$ cat src/esmd_pkg.sv
/*
 * package for the extended protected-ram decode block: register offset,
 * field positions, reset value, address windows and carrier structs.
 * assumes a single core_clk domain; no timing counts are needed.
 */
package esmd_pkg;

  // ************************************************************
  // register map
  // ************************************************************
  localparam logic [7:0] ESMD_CTRL_OFFSET   = 8'h9e;
  localparam logic [7:0] ESMD_CTRL_RESET    = 8'h38;
  localparam int         ESMD_HIGH_EN_BIT   = 7;
  localparam int         ESMD_ERR_BIT       = 6;
  localparam int         ESMD_CACHE_BIT     = 5;
  localparam int         ESMD_L1_BIT        = 4;
  localparam int         ESMD_L2_BIT        = 3;
  localparam int         ESMD_SIZE_HI_BIT   = 2;
  localparam int         ESMD_SIZE_LO_BIT   = 1;
  localparam int         ESMD_TOP_EN_BIT    = 0;

  // ************************************************************
  // address windows
  // ************************************************************
  localparam logic [31:0] ESMD_HIGH_BASE    = 32'hfeda0000;
  localparam logic [31:0] ESMD_HIGH_LAST    = 32'hfedbffff;
  localparam logic [31:0] ESMD_LEGACY_BASE  = 32'h000a0000;
  localparam logic [31:0] ESMD_SEG_1MB      = 32'h00100000;
  localparam logic [31:0] ESMD_SEG_2MB      = 32'h00200000;
  localparam logic [31:0] ESMD_SEG_8MB      = 32'h00800000;
  localparam logic [1:0]  ESMD_SZ_1MB       = 2'h0;
  localparam logic [1:0]  ESMD_SZ_2MB       = 2'h1;
  localparam logic [1:0]  ESMD_SZ_8MB       = 2'h2;
  localparam int          ESMD_TOP_LSB      = 27;

  // ************************************************************
  // carriers
  // ************************************************************
  typedef struct packed {
    logic        valid;
    logic [31:0] addr;
    logic        mgmt;      // request tagged as management mode
  } esmd_req_s;

  typedef struct packed {
    logic        valid;
    logic [31:0] addr;      // address after remap
    logic        to_dram;   // 1: dram, 0: south bridge link
    logic        illegal;   // protected range touched outside management mode
  } esmd_rsp_s;

  typedef struct packed {
    logic       global_en;
    logic       open;
    logic       lock;
    logic [4:0] top;        // low_usable_dram_top, address bits 31:27
  } esmd_ctx_s;

endpackage

$ cat src/esmd_top.sv
/*
 * top of the extended protected-ram decode block: register port, lock,
 * request routing and registered outputs.
 * assumes the global enable, open bit and dram top come from sibling
 * registers of the controller, and requests arrive one per cycle.
 */
`timescale 1ns/1ps
module esmd_top
  import esmd_pkg::*;
(
  input  wire logic       core_clk,     // controller clock, 25 MHz
  input  wire logic       resetn,       // full reset, active low
  input  wire logic       cfg_wr,       // config write strobe
  input  wire logic       cfg_rd,       // config read strobe
  input  wire logic [7:0] cfg_addr,     // config byte offset
  input  wire logic [7:0] cfg_wdata,    // config write data
  output      logic [7:0] cfg_rdata,    // config read data, registered
  output      logic       cfg_rvalid,   // read data valid pulse
  input  wire logic       global_en,    // global_protected_ram_enable
  input  wire logic       open_bit,     // region open bit
  input  wire logic       lock_set,     // write of one to the region_lock bit
  input  wire logic [4:0] dram_top,     // low_usable_dram_top
  input  wire esmd_req_s  host_req,     // processor request
  output      esmd_rsp_s  route_q,      // routed request, registered
  output      logic       lock_q,       // region_lock state
  output      logic       high_en_o,    // high_region_enable
  output      logic       seg_en_o,     // top_segment_enable_alias
  output      logic       err_o         // illegal_access_flag
);

  logic       reg_wr;
  logic [7:0] reg_value;
  esmd_ctx_s  ctx;
  esmd_rsp_s  rsp;

  assign reg_wr = cfg_wr && (cfg_addr == ESMD_CTRL_OFFSET);

  always_comb begin
    ctx.global_en = global_en;
    ctx.open      = open_bit && !lock_q;
    ctx.lock      = lock_q;
    ctx.top       = dram_top;
  end

  // ************************************************************
  // lock
  // ************************************************************
  always_ff @(posedge core_clk or negedge resetn) begin
    if (!resetn) begin
      lock_q <= 1'b0;
    end else if (lock_set) begin
      lock_q <= 1'b1;
    end
  end

  esmd_reg u_reg (
    .core_clk (core_clk),
    .resetn   (resetn),
    .wr_en    (reg_wr),
    .wr_data  (cfg_wdata),
    .lock     (lock_q),
    .illegal  (rsp.illegal),
    .value    (reg_value)
  );

  esmd_decode u_dec (
    .req      (host_req),
    .ctx      (ctx),
    .high_en  (reg_value[ESMD_HIGH_EN_BIT]),
    .seg_en   (reg_value[ESMD_TOP_EN_BIT]),
    .seg_size (reg_value[ESMD_SIZE_HI_BIT:ESMD_SIZE_LO_BIT]),
    .rsp      (rsp)
  );

  // ************************************************************
  // registered outputs
  // ************************************************************
  always_ff @(posedge core_clk or negedge resetn) begin
    if (!resetn) begin
      route_q <= '0;
    end else begin
      route_q <= rsp;
    end
  end

  always_ff @(posedge core_clk or negedge resetn) begin
    if (!resetn) begin
      cfg_rdata  <= 8'h00;
      cfg_rvalid <= 1'b0;
    end else begin
      cfg_rvalid <= cfg_rd;
      // unmapped offsets read zero
      cfg_rdata  <= (cfg_rd && cfg_addr == ESMD_CTRL_OFFSET) ? reg_value : 8'h00;
    end
  end

  always_ff @(posedge core_clk or negedge resetn) begin
    if (!resetn) begin
      high_en_o <= 1'b0;
      seg_en_o  <= 1'b0;
      err_o     <= 1'b0;
    end else begin
      high_en_o <= reg_value[ESMD_HIGH_EN_BIT];
      seg_en_o  <= reg_value[ESMD_TOP_EN_BIT];
      err_o     <= reg_value[ESMD_ERR_BIT];
    end
  end

  // ************************************************************
  // checks
  // ************************************************************
  a_lock_sticky: assert property (@(posedge core_clk) disable iff (!resetn)
    lock_q |=> lock_q) else $error("lock cleared without reset");

  a_high_locked: assert property (@(posedge core_clk) disable iff (!resetn)
    lock_q |=> $stable(reg_value[ESMD_HIGH_EN_BIT])) else $error("high enable changed while locked");

  a_size_locked: assert property (@(posedge core_clk) disable iff (!resetn)
    lock_q |=> $stable(reg_value[ESMD_SIZE_HI_BIT:ESMD_SIZE_LO_BIT])) else $error("size changed while locked");

  a_seg_locked: assert property (@(posedge core_clk) disable iff (!resetn)
    lock_q |=> $stable(reg_value[ESMD_TOP_EN_BIT])) else $error("segment enable changed while locked");

  a_ones_fixed: assert property (@(posedge core_clk) disable iff (!resetn)
    reg_value[ESMD_CACHE_BIT:ESMD_L2_BIT] == 3'h7) else $error("cache indicators not one");

  a_err_sets: assert property (@(posedge core_clk) disable iff (!resetn)
    rsp.illegal |=> reg_value[ESMD_ERR_BIT] ##1 err_o) else $error("illegal access not flagged");

  a_err_holds: assert property (@(posedge core_clk) disable iff (!resetn)
    reg_value[ESMD_ERR_BIT] && !(reg_wr && cfg_wdata[ESMD_ERR_BIT]) |=> reg_value[ESMD_ERR_BIT])
    else $error("flag dropped without write of one");

  a_err_clear: assert property (@(posedge core_clk) disable iff (!resetn)
    reg_wr && cfg_wdata[ESMD_ERR_BIT] && !rsp.illegal |=> !reg_value[ESMD_ERR_BIT])
    else $error("write of one did not clear flag");

  a_high_remap: assert property (@(posedge core_clk) disable iff (!resetn)
    host_req.valid && global_en && reg_value[ESMD_HIGH_EN_BIT] && host_req.addr == ESMD_HIGH_BASE
    |=> route_q.addr == ESMD_LEGACY_BASE && route_q.to_dram) else $error("high window not remapped");

  a_no_global: assert property (@(posedge core_clk) disable iff (!resetn)
    host_req.valid && !global_en |=> !route_q.illegal) else $error("extended decode active without global enable");

  // an illegal hit that was not remapped can only be a top segment hit, which must go to the link
  a_untagged_link: assert property (@(posedge core_clk) disable iff (!resetn)
    rsp.illegal && rsp.addr == host_req.addr |=> !route_q.to_dram)
    else $error("untagged protected request reached dram");

endmodule

$ cat src/esmd_decode.sv
/*
 * combinational address decode for the high alias window and the top segment.
 * assumes control inputs are stable register outputs of the same clock domain.
 */
`timescale 1ns/1ps
module esmd_decode
  import esmd_pkg::*;
(
  input  wire esmd_req_s  req,          // incoming processor request
  input  wire esmd_ctx_s  ctx,          // global enable, open, lock, dram top
  input  wire logic       high_en,      // high_region_enable
  input  wire logic       seg_en,       // top_segment_enable_alias
  input  wire logic [1:0] seg_size,     // top_segment_size
  output      esmd_rsp_s  rsp           // routed request
);

  logic [31:0] top_addr;
  logic [31:0] seg_len;
  logic [31:0] seg_base;
  logic        in_high;
  logic        in_seg;

  always_comb begin
    top_addr = {ctx.top, 27'h0000000};
    case (seg_size)
      ESMD_SZ_1MB: seg_len = ESMD_SEG_1MB;
      ESMD_SZ_2MB: seg_len = ESMD_SEG_2MB;
      ESMD_SZ_8MB: seg_len = ESMD_SEG_8MB;
      default:     seg_len = 32'h00000000; // reserved code decodes no segment
    endcase
    seg_base = top_addr - seg_len;
    in_high  = ctx.global_en && high_en && req.addr >= ESMD_HIGH_BASE && req.addr <= ESMD_HIGH_LAST;
    in_seg   = ctx.global_en && seg_en && (seg_len != 32'h0) && req.addr >= seg_base
               && req.addr < top_addr;
    rsp.valid   = req.valid;
    rsp.addr    = in_high ? (req.addr - ESMD_HIGH_BASE + ESMD_LEGACY_BASE) : req.addr;
    // high window hits and unprotected addresses below the dram top go to dram, segment hits only when tagged, the rest to the link
    rsp.to_dram = in_seg ? req.mgmt : (in_high || req.addr < top_addr);
    rsp.illegal = req.valid && (in_high || in_seg) && !req.mgmt && !ctx.open;
  end

endmodule

$ cat src/esmd_reg.sv
/*
 * the control register itself with its locked, sticky and forced-one fields.
 * assumes writes and the illegal event are single-cycle qualified pulses.
 */
`timescale 1ns/1ps
module esmd_reg
  import esmd_pkg::*;
(
  input  wire logic       core_clk,     // controller clock
  input  wire logic       resetn,       // full reset, active low
  input  wire logic       wr_en,        // config write strobe to this register
  input  wire logic [7:0] wr_data,      // config write data
  input  wire logic       lock,         // region_lock
  input  wire logic       illegal,      // illegal access event
  output      logic [7:0] value         // current register value
);

  logic       high_en_q;
  logic       err_q;
  logic [1:0] size_q;
  logic       seg_en_q;

  // ************************************************************
  // lockable fields
  // ************************************************************
  always_ff @(posedge core_clk or negedge resetn) begin
    if (!resetn) begin
      high_en_q <= ESMD_CTRL_RESET[ESMD_HIGH_EN_BIT];
      size_q    <= ESMD_CTRL_RESET[ESMD_SIZE_HI_BIT:ESMD_SIZE_LO_BIT];
      seg_en_q  <= ESMD_CTRL_RESET[ESMD_TOP_EN_BIT];
    end else if (wr_en && !lock) begin
      high_en_q <= wr_data[ESMD_HIGH_EN_BIT];
      size_q    <= wr_data[ESMD_SIZE_HI_BIT:ESMD_SIZE_LO_BIT];
      seg_en_q  <= wr_data[ESMD_TOP_EN_BIT];
    end
  end

  // ************************************************************
  // sticky flag: a new event wins over a clear in the same cycle
  // ************************************************************
  always_ff @(posedge core_clk or negedge resetn) begin
    if (!resetn) begin
      err_q <= ESMD_CTRL_RESET[ESMD_ERR_BIT];
    end else if (illegal) begin
      err_q <= 1'b1;
    end else if (wr_en && wr_data[ESMD_ERR_BIT]) begin
      err_q <= 1'b0;
    end
  end

  always_comb begin
    value = {high_en_q, err_q, 3'h7, size_q, seg_en_q};
  end

endmodule

$ cat config.mk
export PLATFORM = sky130hd
export DESIGN_NAME = esmd_top
export DESIGN_NICKNAME = d
export VERILOG_FILES = /design/src/esmd_pkg.sv /design/src/esmd_top.sv /design/src/esmd_decode.sv /design/src/esmd_reg.sv
export SDC_FILE = /design/constraint.sdc
export NUM_CORES = 1
export LEC_CHECK = 0
export BUFFER_PORTS_ARGS = -buffer_cell sky130_fd_sc_hd__buf_4
export CORE_AREA = 2 2 61 107
export CTS_BUF_LIST = sky130_fd_sc_hd__clkbuf_16
export DETAILED_ROUTE_END_ITERATION = 10
export DIE_AREA = 0 0 63 109
export GPL_TIMING_DRIVEN = 1
export PLACE_DENSITY = 0.74
export SYNTH_ARGS = -nofsm -noshare
export SYNTH_HDL_FRONTEND = slang
export SYNTH_HIERARCHICAL = 1
export SYNTH_SLANG_ARGS = --single-unit
$ cat constraint.sdc
create_clock -name core_clk -period 2.7 [get_ports core_clk]
set_input_delay 0.27 -clock core_clk [delete_from_list [all_inputs] [get_ports core_clk]]
set_output_delay 0.27 -clock core_clk [all_outputs]
set_load 0.02 [all_outputs]
Word level (Yosys, flattened, before mapping) --
Cells that the tools add are included.
Word-level totals: bits in registers 53, latch bits 0, RAM bits 0, bits in read-only memories 0, output and inout bits 48, word-level logic and storage cells 53, memories 0
Operators by class: $add $sub $neg 3, $mul 0, divide/modulo/power cells 0, $lt $le $gt $ge 4, eq/ne operators 3, shift-type cells 0, muxes and demuxes 6, bitwise logic cells 0, reduce and logical (&&, ||, !) cells 23
Operators with widths (number):
- case mux 24 bit (3 select lines) | 1
- adder 32 x 20 -> 32 bit, second input constant | 1
- greater-or-equal comparator 32 bit | 1
- greater-or-equal comparator 32 bit, second input constant | 1
- less-or-equal comparator 32 bit, second input constant | 1
- < comparator 32 bit | 1
- 2-to-1 mux 32 bit | 1
- nonzero test 32 bit | 1
- subtractor 32 x 24 -> 32 bit | 1
- subtractor 32 bit, second input constant | 1
- logical AND 1 bit | 15
- equality test 8 bit, second input constant | 1
- 2-to-1 mux 8 bit | 1
- logical NOT 1 bit | 3
- 2-to-1 mux 1 bit | 3
- equality test 2 x 1 -> 1 bit, second input constant | 1
- equality test 2 bit, second input constant | 1
- logical NOT 2 bit | 1
- logical OR 1 bit | 2
- nonzero test 2 bit | 1

Depth between registers and ports, before layout --
word-level depth 11, gate-level depth with buffers 15

By module --
Netlist, hierarchy kept.
By module, submodules not included:
- esmd_top | instances 1, cells each 72, area an instance 1387.6 µm², sequential area each 1201.2 µm²
- esmd_decode | instances 1, cells each 140, area an instance 1004.7 µm², sequential area each 0.0 µm²
- esmd_reg | instances 1, cells each 19, area an instance 244.0 µm², sequential area each 125.1 µm²

Least setup slack after synthesis --
Ideal clock, no wire load.
kind register to register, from register u_reg.size_q[0], to register u_reg.err_q, arrival 2.437 ns, data required time 2.636 ns, slack 0.200 ns, cell stages (with the launch flop) 14, cells stage by stage dfrtp_1 -> inv_1 -> ha_1 -> inv_1 -> ha_1 -> inv_1 -> ha_1 -> nand4b_1 -> nor4_1 -> a41oi_1 -> a2111oi_2 -> o21ai_1 -> a21oi_1 -> a21o_1
RTL lines:
- from (decl) | RTL line esmd_reg.sv:20 | logic [1:0] size_q;
- from (signal assigned) | RTL line esmd_reg.sv:29 | size_q <= ESMD_CTRL_RESET[ESMD_SIZE_HI_BIT:ESMD_SIZE_LO_BIT];
- from (signal assigned) | RTL line esmd_reg.sv:33 | size_q <= wr_data[ESMD_SIZE_HI_BIT:ESMD_SIZE_LO_BIT];
- to (signal assigned) | RTL line esmd_reg.sv:43 | err_q <= ESMD_CTRL_RESET[ESMD_ERR_BIT];
- to (decl) | RTL line esmd_reg.sv:19 | logic err_q;

==> results_tabular.tex <==
\begin{tabular}{lr}
\hline
Metric & Value \\
\hline
\multicolumn{2}{l}{\textbf{Run status}} \\
\quad Run status & finished, violations left \\
\quad Violated checks & hold timing \\
\multicolumn{2}{l}{\textbf{Setup path}} \\
\quad Buffers plus inverters on the worst setup path & 3 \\
\quad Crit path capture type & flop \\
\quad Critical Path Stages & 14 \\
\quad CP top delay family & compound AO/OA/AOI/OAI gates \\
\quad Worst path arrival time & around 2.9 ns \\
\quad Critical setup path kind & flop to flop \\
\quad Type of element launching the critical path & flop \\
\quad Setup slack of the worst register-to-register path & 0.02 ns \\
\quad Slowest stage cell, crit path & sky130\_fd\_sc\_hd\_\_dfrtp\_1 \\
\quad Worst reg-to-reg path cell count & 14 \\
\quad Crit path max fanout & 3 \\
\quad Required @ worst endpoint & around 2.9 ns \\
\quad Worst-path cell chain & inv\_2, buf\_4, buf\_4, ha\_2, o2111ai\_2, xnor2\_1, ha\_1, a21oi\_1, nand2\_1, a21oi\_2, o21ai\_1, o21ai\_2, a21oi\_2, a21o\_1 \\
\quad Delay of the slowest cell on the worst path & roughly 0.43 ns \\
\multicolumn{2}{l}{\textbf{Cells and area}} \\
\quad Area growth, synth to finish & 37.4\% \\
\quad Summed area of non-filler cells in the final layout & between 0.003 and 0.004 mm\^{}2 \\
\quad NumNets Final & just over 400 \\
\quad Share of final-layout standard cells stronger than drive strength 1 & roughly 47\% \\
\quad Final standard cell count with taps included and fillers excluded & about 400 \\
\quad Final core utilization & between 60 and 70\% \\
\quad Number of diodes added for antenna fixing & 0 \\
\multicolumn{2}{l}{\textbf{Global routing}} \\
\quad Tot GR Track Use & around 18\% \\
\quad Global-route wire length before repair & 9240 um \\
\quad Via count of the first global-routing pass & 1981 \\
\quad Largest net degree at the start of global routing & between 50 and 60 \\
\quad Sum of overflow across all layers after global routing & 0 \\
\quad Number of antenna violations at the first check in global routing & 0 \\
\multicolumn{2}{l}{\textbf{Place}} \\
\quad Instance area at placement & $\sim$0.0034 mm\^{}2 \\
\quad GP Congestion & about 0.8 \\
\quad I/O Buffers & between 100 and 150 \\
\quad Worst slack, placed & -0.133 ns \\
\quad Total half-perimeter wirelength after legalization and detailed placement & approximately 4800 um \\
\quad Placed cell count & 396 \\
\multicolumn{2}{l}{\textbf{Clocking}} \\
\quad TritonCTS Buffers & 5 \\
\quad Bufs on Longest Clock Path & 2 \\
\quad Clk Latency, worst-skew pair & a little under 0.3 ns \\
\quad Number of H-tree levels & 2 \\
\quad CTS Hold Bufs & 0 \\
\quad Clock sink count & between 50 and 60 \\
\quad Reg clk slew, reported paths & 0.07 ns \\
\quad Clock tree root driver cell & sky130\_fd\_sc\_hd\_\_clkbuf\_16 \\
\quad CTS tree & done \\
\multicolumn{2}{l}{\textbf{Synth}} \\
\quad Leading register cell type out of synthesis & sky130\_fd\_sc\_hd\_\_dfrtp\_1 \\
\quad Post-synthesis instance area & approximately 0.0026 mm\^{}2 \\
\quad Cell with the most instances after synthesis & sky130\_fd\_sc\_hd\_\_dfrtp\_1 \\
\quad Most common library cells after synthesis & sky130\_fd\_sc\_hd\_\_dfrtp\_1 (53), sky130\_fd\_sc\_hd\_\_buf\_4 (27), sky130\_fd\_sc\_hd\_\_ha\_1 (24), sky130\_fd\_sc\_hd\_\_nand2\_1 (17), sky130\_fd\_sc\_hd\_\_inv\_1 (16) \\
\quad Synth Instances & between 200 and 250 \\
\quad Multiplexer share of the synthesized area & 1.71\% \\
\quad Dominant combinational cell family by area after synthesis & simple AND/OR/NAND/NOR gates \\
\quad Main area contributors after synthesis & sky130\_fd\_sc\_hd\_\_dfrtp\_1 (50\%), sky130\_fd\_sc\_hd\_\_ha\_1 (11\%), sky130\_fd\_sc\_hd\_\_buf\_4 (7.7\%), sky130\_fd\_sc\_hd\_\_nor3\_2 (3.4\%), sky130\_fd\_sc\_hd\_\_nand2\_1 (2.4\%) \\
\quad Yosys warning total & 6 \\
\quad Top cell type's share of synthesized area & 50.3\% \\
\quad Adder-Cell Fraction of Synth Area & between 10\% and 20\% \\
\quad Number of synthesized register bits & 53 \\
\quad Area fraction in compound gates after synthesis & under 10\% \\
\quad Fraction of synthesized cell area in xor and xnor cells & 1.99\% \\
\quad Synth Area per Inst & 11.4 um\^{}2 \\
\quad Post-synthesis cell type count & 38 \\
\quad Cell type with the highest aggregate area in the netlist & sky130\_fd\_sc\_hd\_\_dfrtp\_1 \\
\quad Simple-gate share of the synthesized area & between 15 and 20\% \\
\quad Asr flop ratio synth & 100\% \\
\quad Count of flip-flops with a built-in enable after synthesis & 0 \\
\quad Proportion of synthesized chip area in sequential cells & between 50 and 60\% \\
\multicolumn{2}{l}{\textbf{STA}} \\
\quad RSZ-0062 raised after global routing & true \\
\quad Final-report hold violation count & 2 \\
\quad Worst-margin pin slew & 0.712 ns \\
\quad FMAX & 373 MHz \\
\quad Worst hold slack after final layout & -0.00556 ns \\
\quad Total of endpoints with negative setup slack in the final report & 0 \\
\quad Number of slew-limit violations in the final report & 0 \\
\quad Final Skew & 0.00371 ns \\
\quad Period utilization & between 90\% and 100\% \\
\quad Min Tclk post-route & 2.68 ns \\
\quad Post-route setup slack & approximately 0.019 ns \\
\quad Setup TNS & 0 ns \\
\quad Max transition margin & between 50\% and 60\% \\
\multicolumn{2}{l}{\textbf{Hold path}} \\
\quad Hold Path Class & input pin to asynchronous set/reset pin \\
\multicolumn{2}{l}{\textbf{Power}} \\
\quad Highest ir drop seen on vdd & 0.257 mV \\
\quad Static power due to leakage & approximately 1.7 nW \\
\quad PwrDens & roughly 480 mW/mm\^{}2 \\
\multicolumn{2}{l}{\textbf{Floorplanning}} \\
\quad Row Count & 38 \\
\quad Placeable core region & between 0.006 and 0.007 mm\^{}2 \\
\quad Chip Width & 63 um \\
\quad Starting utilization of the core area & a little over two fifths \\
\quad Y dimension of the die & around 110 um \\
\quad Die area & between 0.006 and 0.007 mm\^{}2 \\
\quad Io pins & between 100 and 150 \\
\multicolumn{2}{l}{\textbf{Flow run}} \\
\quad MaxCap Viol Count & 0 \\
\multicolumn{2}{l}{\textbf{Detailed routing}} \\
\quad Routed via count & slightly below 2000 \\
\quad Detailed-router iteration count before antenna repair & 4 \\
\quad Detail-routed net length per standard cell & between 15 and 20 um \\
\quad DRC marker count from the first detailed-route iteration & 133 \\
\quad Via density per instance & around 4.9 \\
\quad Sum of routed wire length over all layers & $\sim$6000 um \\
\quad Antenna violation net count after detailed routing & 0 \\
\quad Count of unresolved DRC violations after routing & 0 \\
\hline
\end{tabular}
## report_power, final
| part | internal, mW | switching [mW] |
|---|---|---|
| registers | 0.821 | 0.00758 |
| logic | 0.130 | 0.147 |
| clock network | 0.342 | 0.275 |
| total | 1.29 | 0.430 |
## cells by family after synthesis
group	Yosys count
simple gates	70
flops	53
buf+inv	45
compound gates	28
fa+ha+maj	24
xor+xnor	6
mux	4
other cells	1
## worst register-to-register path: stages (launching register included)
cell and delay (ns):
sky130_fd_sc_hd__dfrtp_1 0.43, sky130_fd_sc_hd__inv_2 0.08, sky130_fd_sc_hd__buf_4 0.13, sky130_fd_sc_hd__buf_4 0.12
sky130_fd_sc_hd__ha_2 0.17, sky130_fd_sc_hd__o2111ai_2 0.22, sky130_fd_sc_hd__xnor2_1 0.11, sky130_fd_sc_hd__ha_1 0.33
sky130_fd_sc_hd__a21oi_1 0.15, sky130_fd_sc_hd__nand2_1 0.08, sky130_fd_sc_hd__a21oi_2 0.17, sky130_fd_sc_hd__o21ai_1 0.11
sky130_fd_sc_hd__o21ai_2 0.20, sky130_fd_sc_hd__a21oi_2 0.08, sky130_fd_sc_hd__a21o_1 0.18
## state kept, by name, summed over array words and instances (netlist names)
signal / cells
cfg_rdata: 8
cfg_rvalid: 1
err_o: 1
high_en_o: 1
lock_q: 1
route_q: 35
seg_en_o: 1
u_reg/err_q: 1
u_reg/high_en_q: 1
u_reg/seg_en_q: 1
u_reg/size_q: 2
## stage by stage
stage          hold WS (ns)  total power, mW
3_3_place_gp          0.325             1.11
4_1_cts              0.0219             1.74
6_report           -0.00556             1.72
2_1_floorplan       -0.0256            0.975
5_1_grt              0.0504             1.80
3_5_place_dp          0.336             1.12
## cell usage in the layout (no fill, tap or decap), drive strengths merged, types with 6 or more instances in the layout
cell   synthesis  routed
buf           29     114
dfrtp         53      53
ha            24      24
inv           16      18
nand2         17      17
nor3          10      10
o21ai          9       9
nor2           8       8
nor2b          7       7
a21oi          7       7
xnor2          6       6
## area by class of cell
cell class | count | area [um^2]
tap | 80 | 100
inverter | 16 | 62.6
timing repair buffer | 114 | 856
sequential | 53 | 1330
fill | 529 | 2410
clock inverter | 3 | 17.5
clock buffer | 5 | 125
multi-input combinational | 135 | 1140
## routing by layer
layer	share of wire, %	up-vias	wire (um)	global-route usage, %
met1	34	939	2090	17.9
met4	3.9	0	237	10.0
li1	-	947	-	-
met5	0	-	0	0
met2	57	82	3470	33.7
met3	5.4	18	329	3.30
## path summary, 6_finish.rpt
| path | startpoint | end |
|---|---|---|
| hold reg to reg | u_reg/err_q$_DFFE_PN0P_ | err_o$_DFF_PN0_ |
| setup reg to reg | u_reg/size_q[0]$_DFFE_PN0P_ | u_reg/err_q$_DFFE_PN0P_ |
| setup / recovery | u_reg/size_q[0]$_DFFE_PN0P_ | u_reg/err_q$_DFFE_PN0P_ |
| min in group core_clk | host_req[10] | route_q[11]$_DFF_PN0_ |
| hold / removal | resetn | route_q[31]$_DFF_PN0_ |
| max in group asynchronous | resetn | u_reg/high_en_q$_DFFE_PN0P_ |
## timing repair
action	in CTS	in global routing
buffers inserted	1	1
setup endpoints to repair	3	3
resized for setup	4	17
pin swaps	3	11
(Power assumes the default switching activity.)
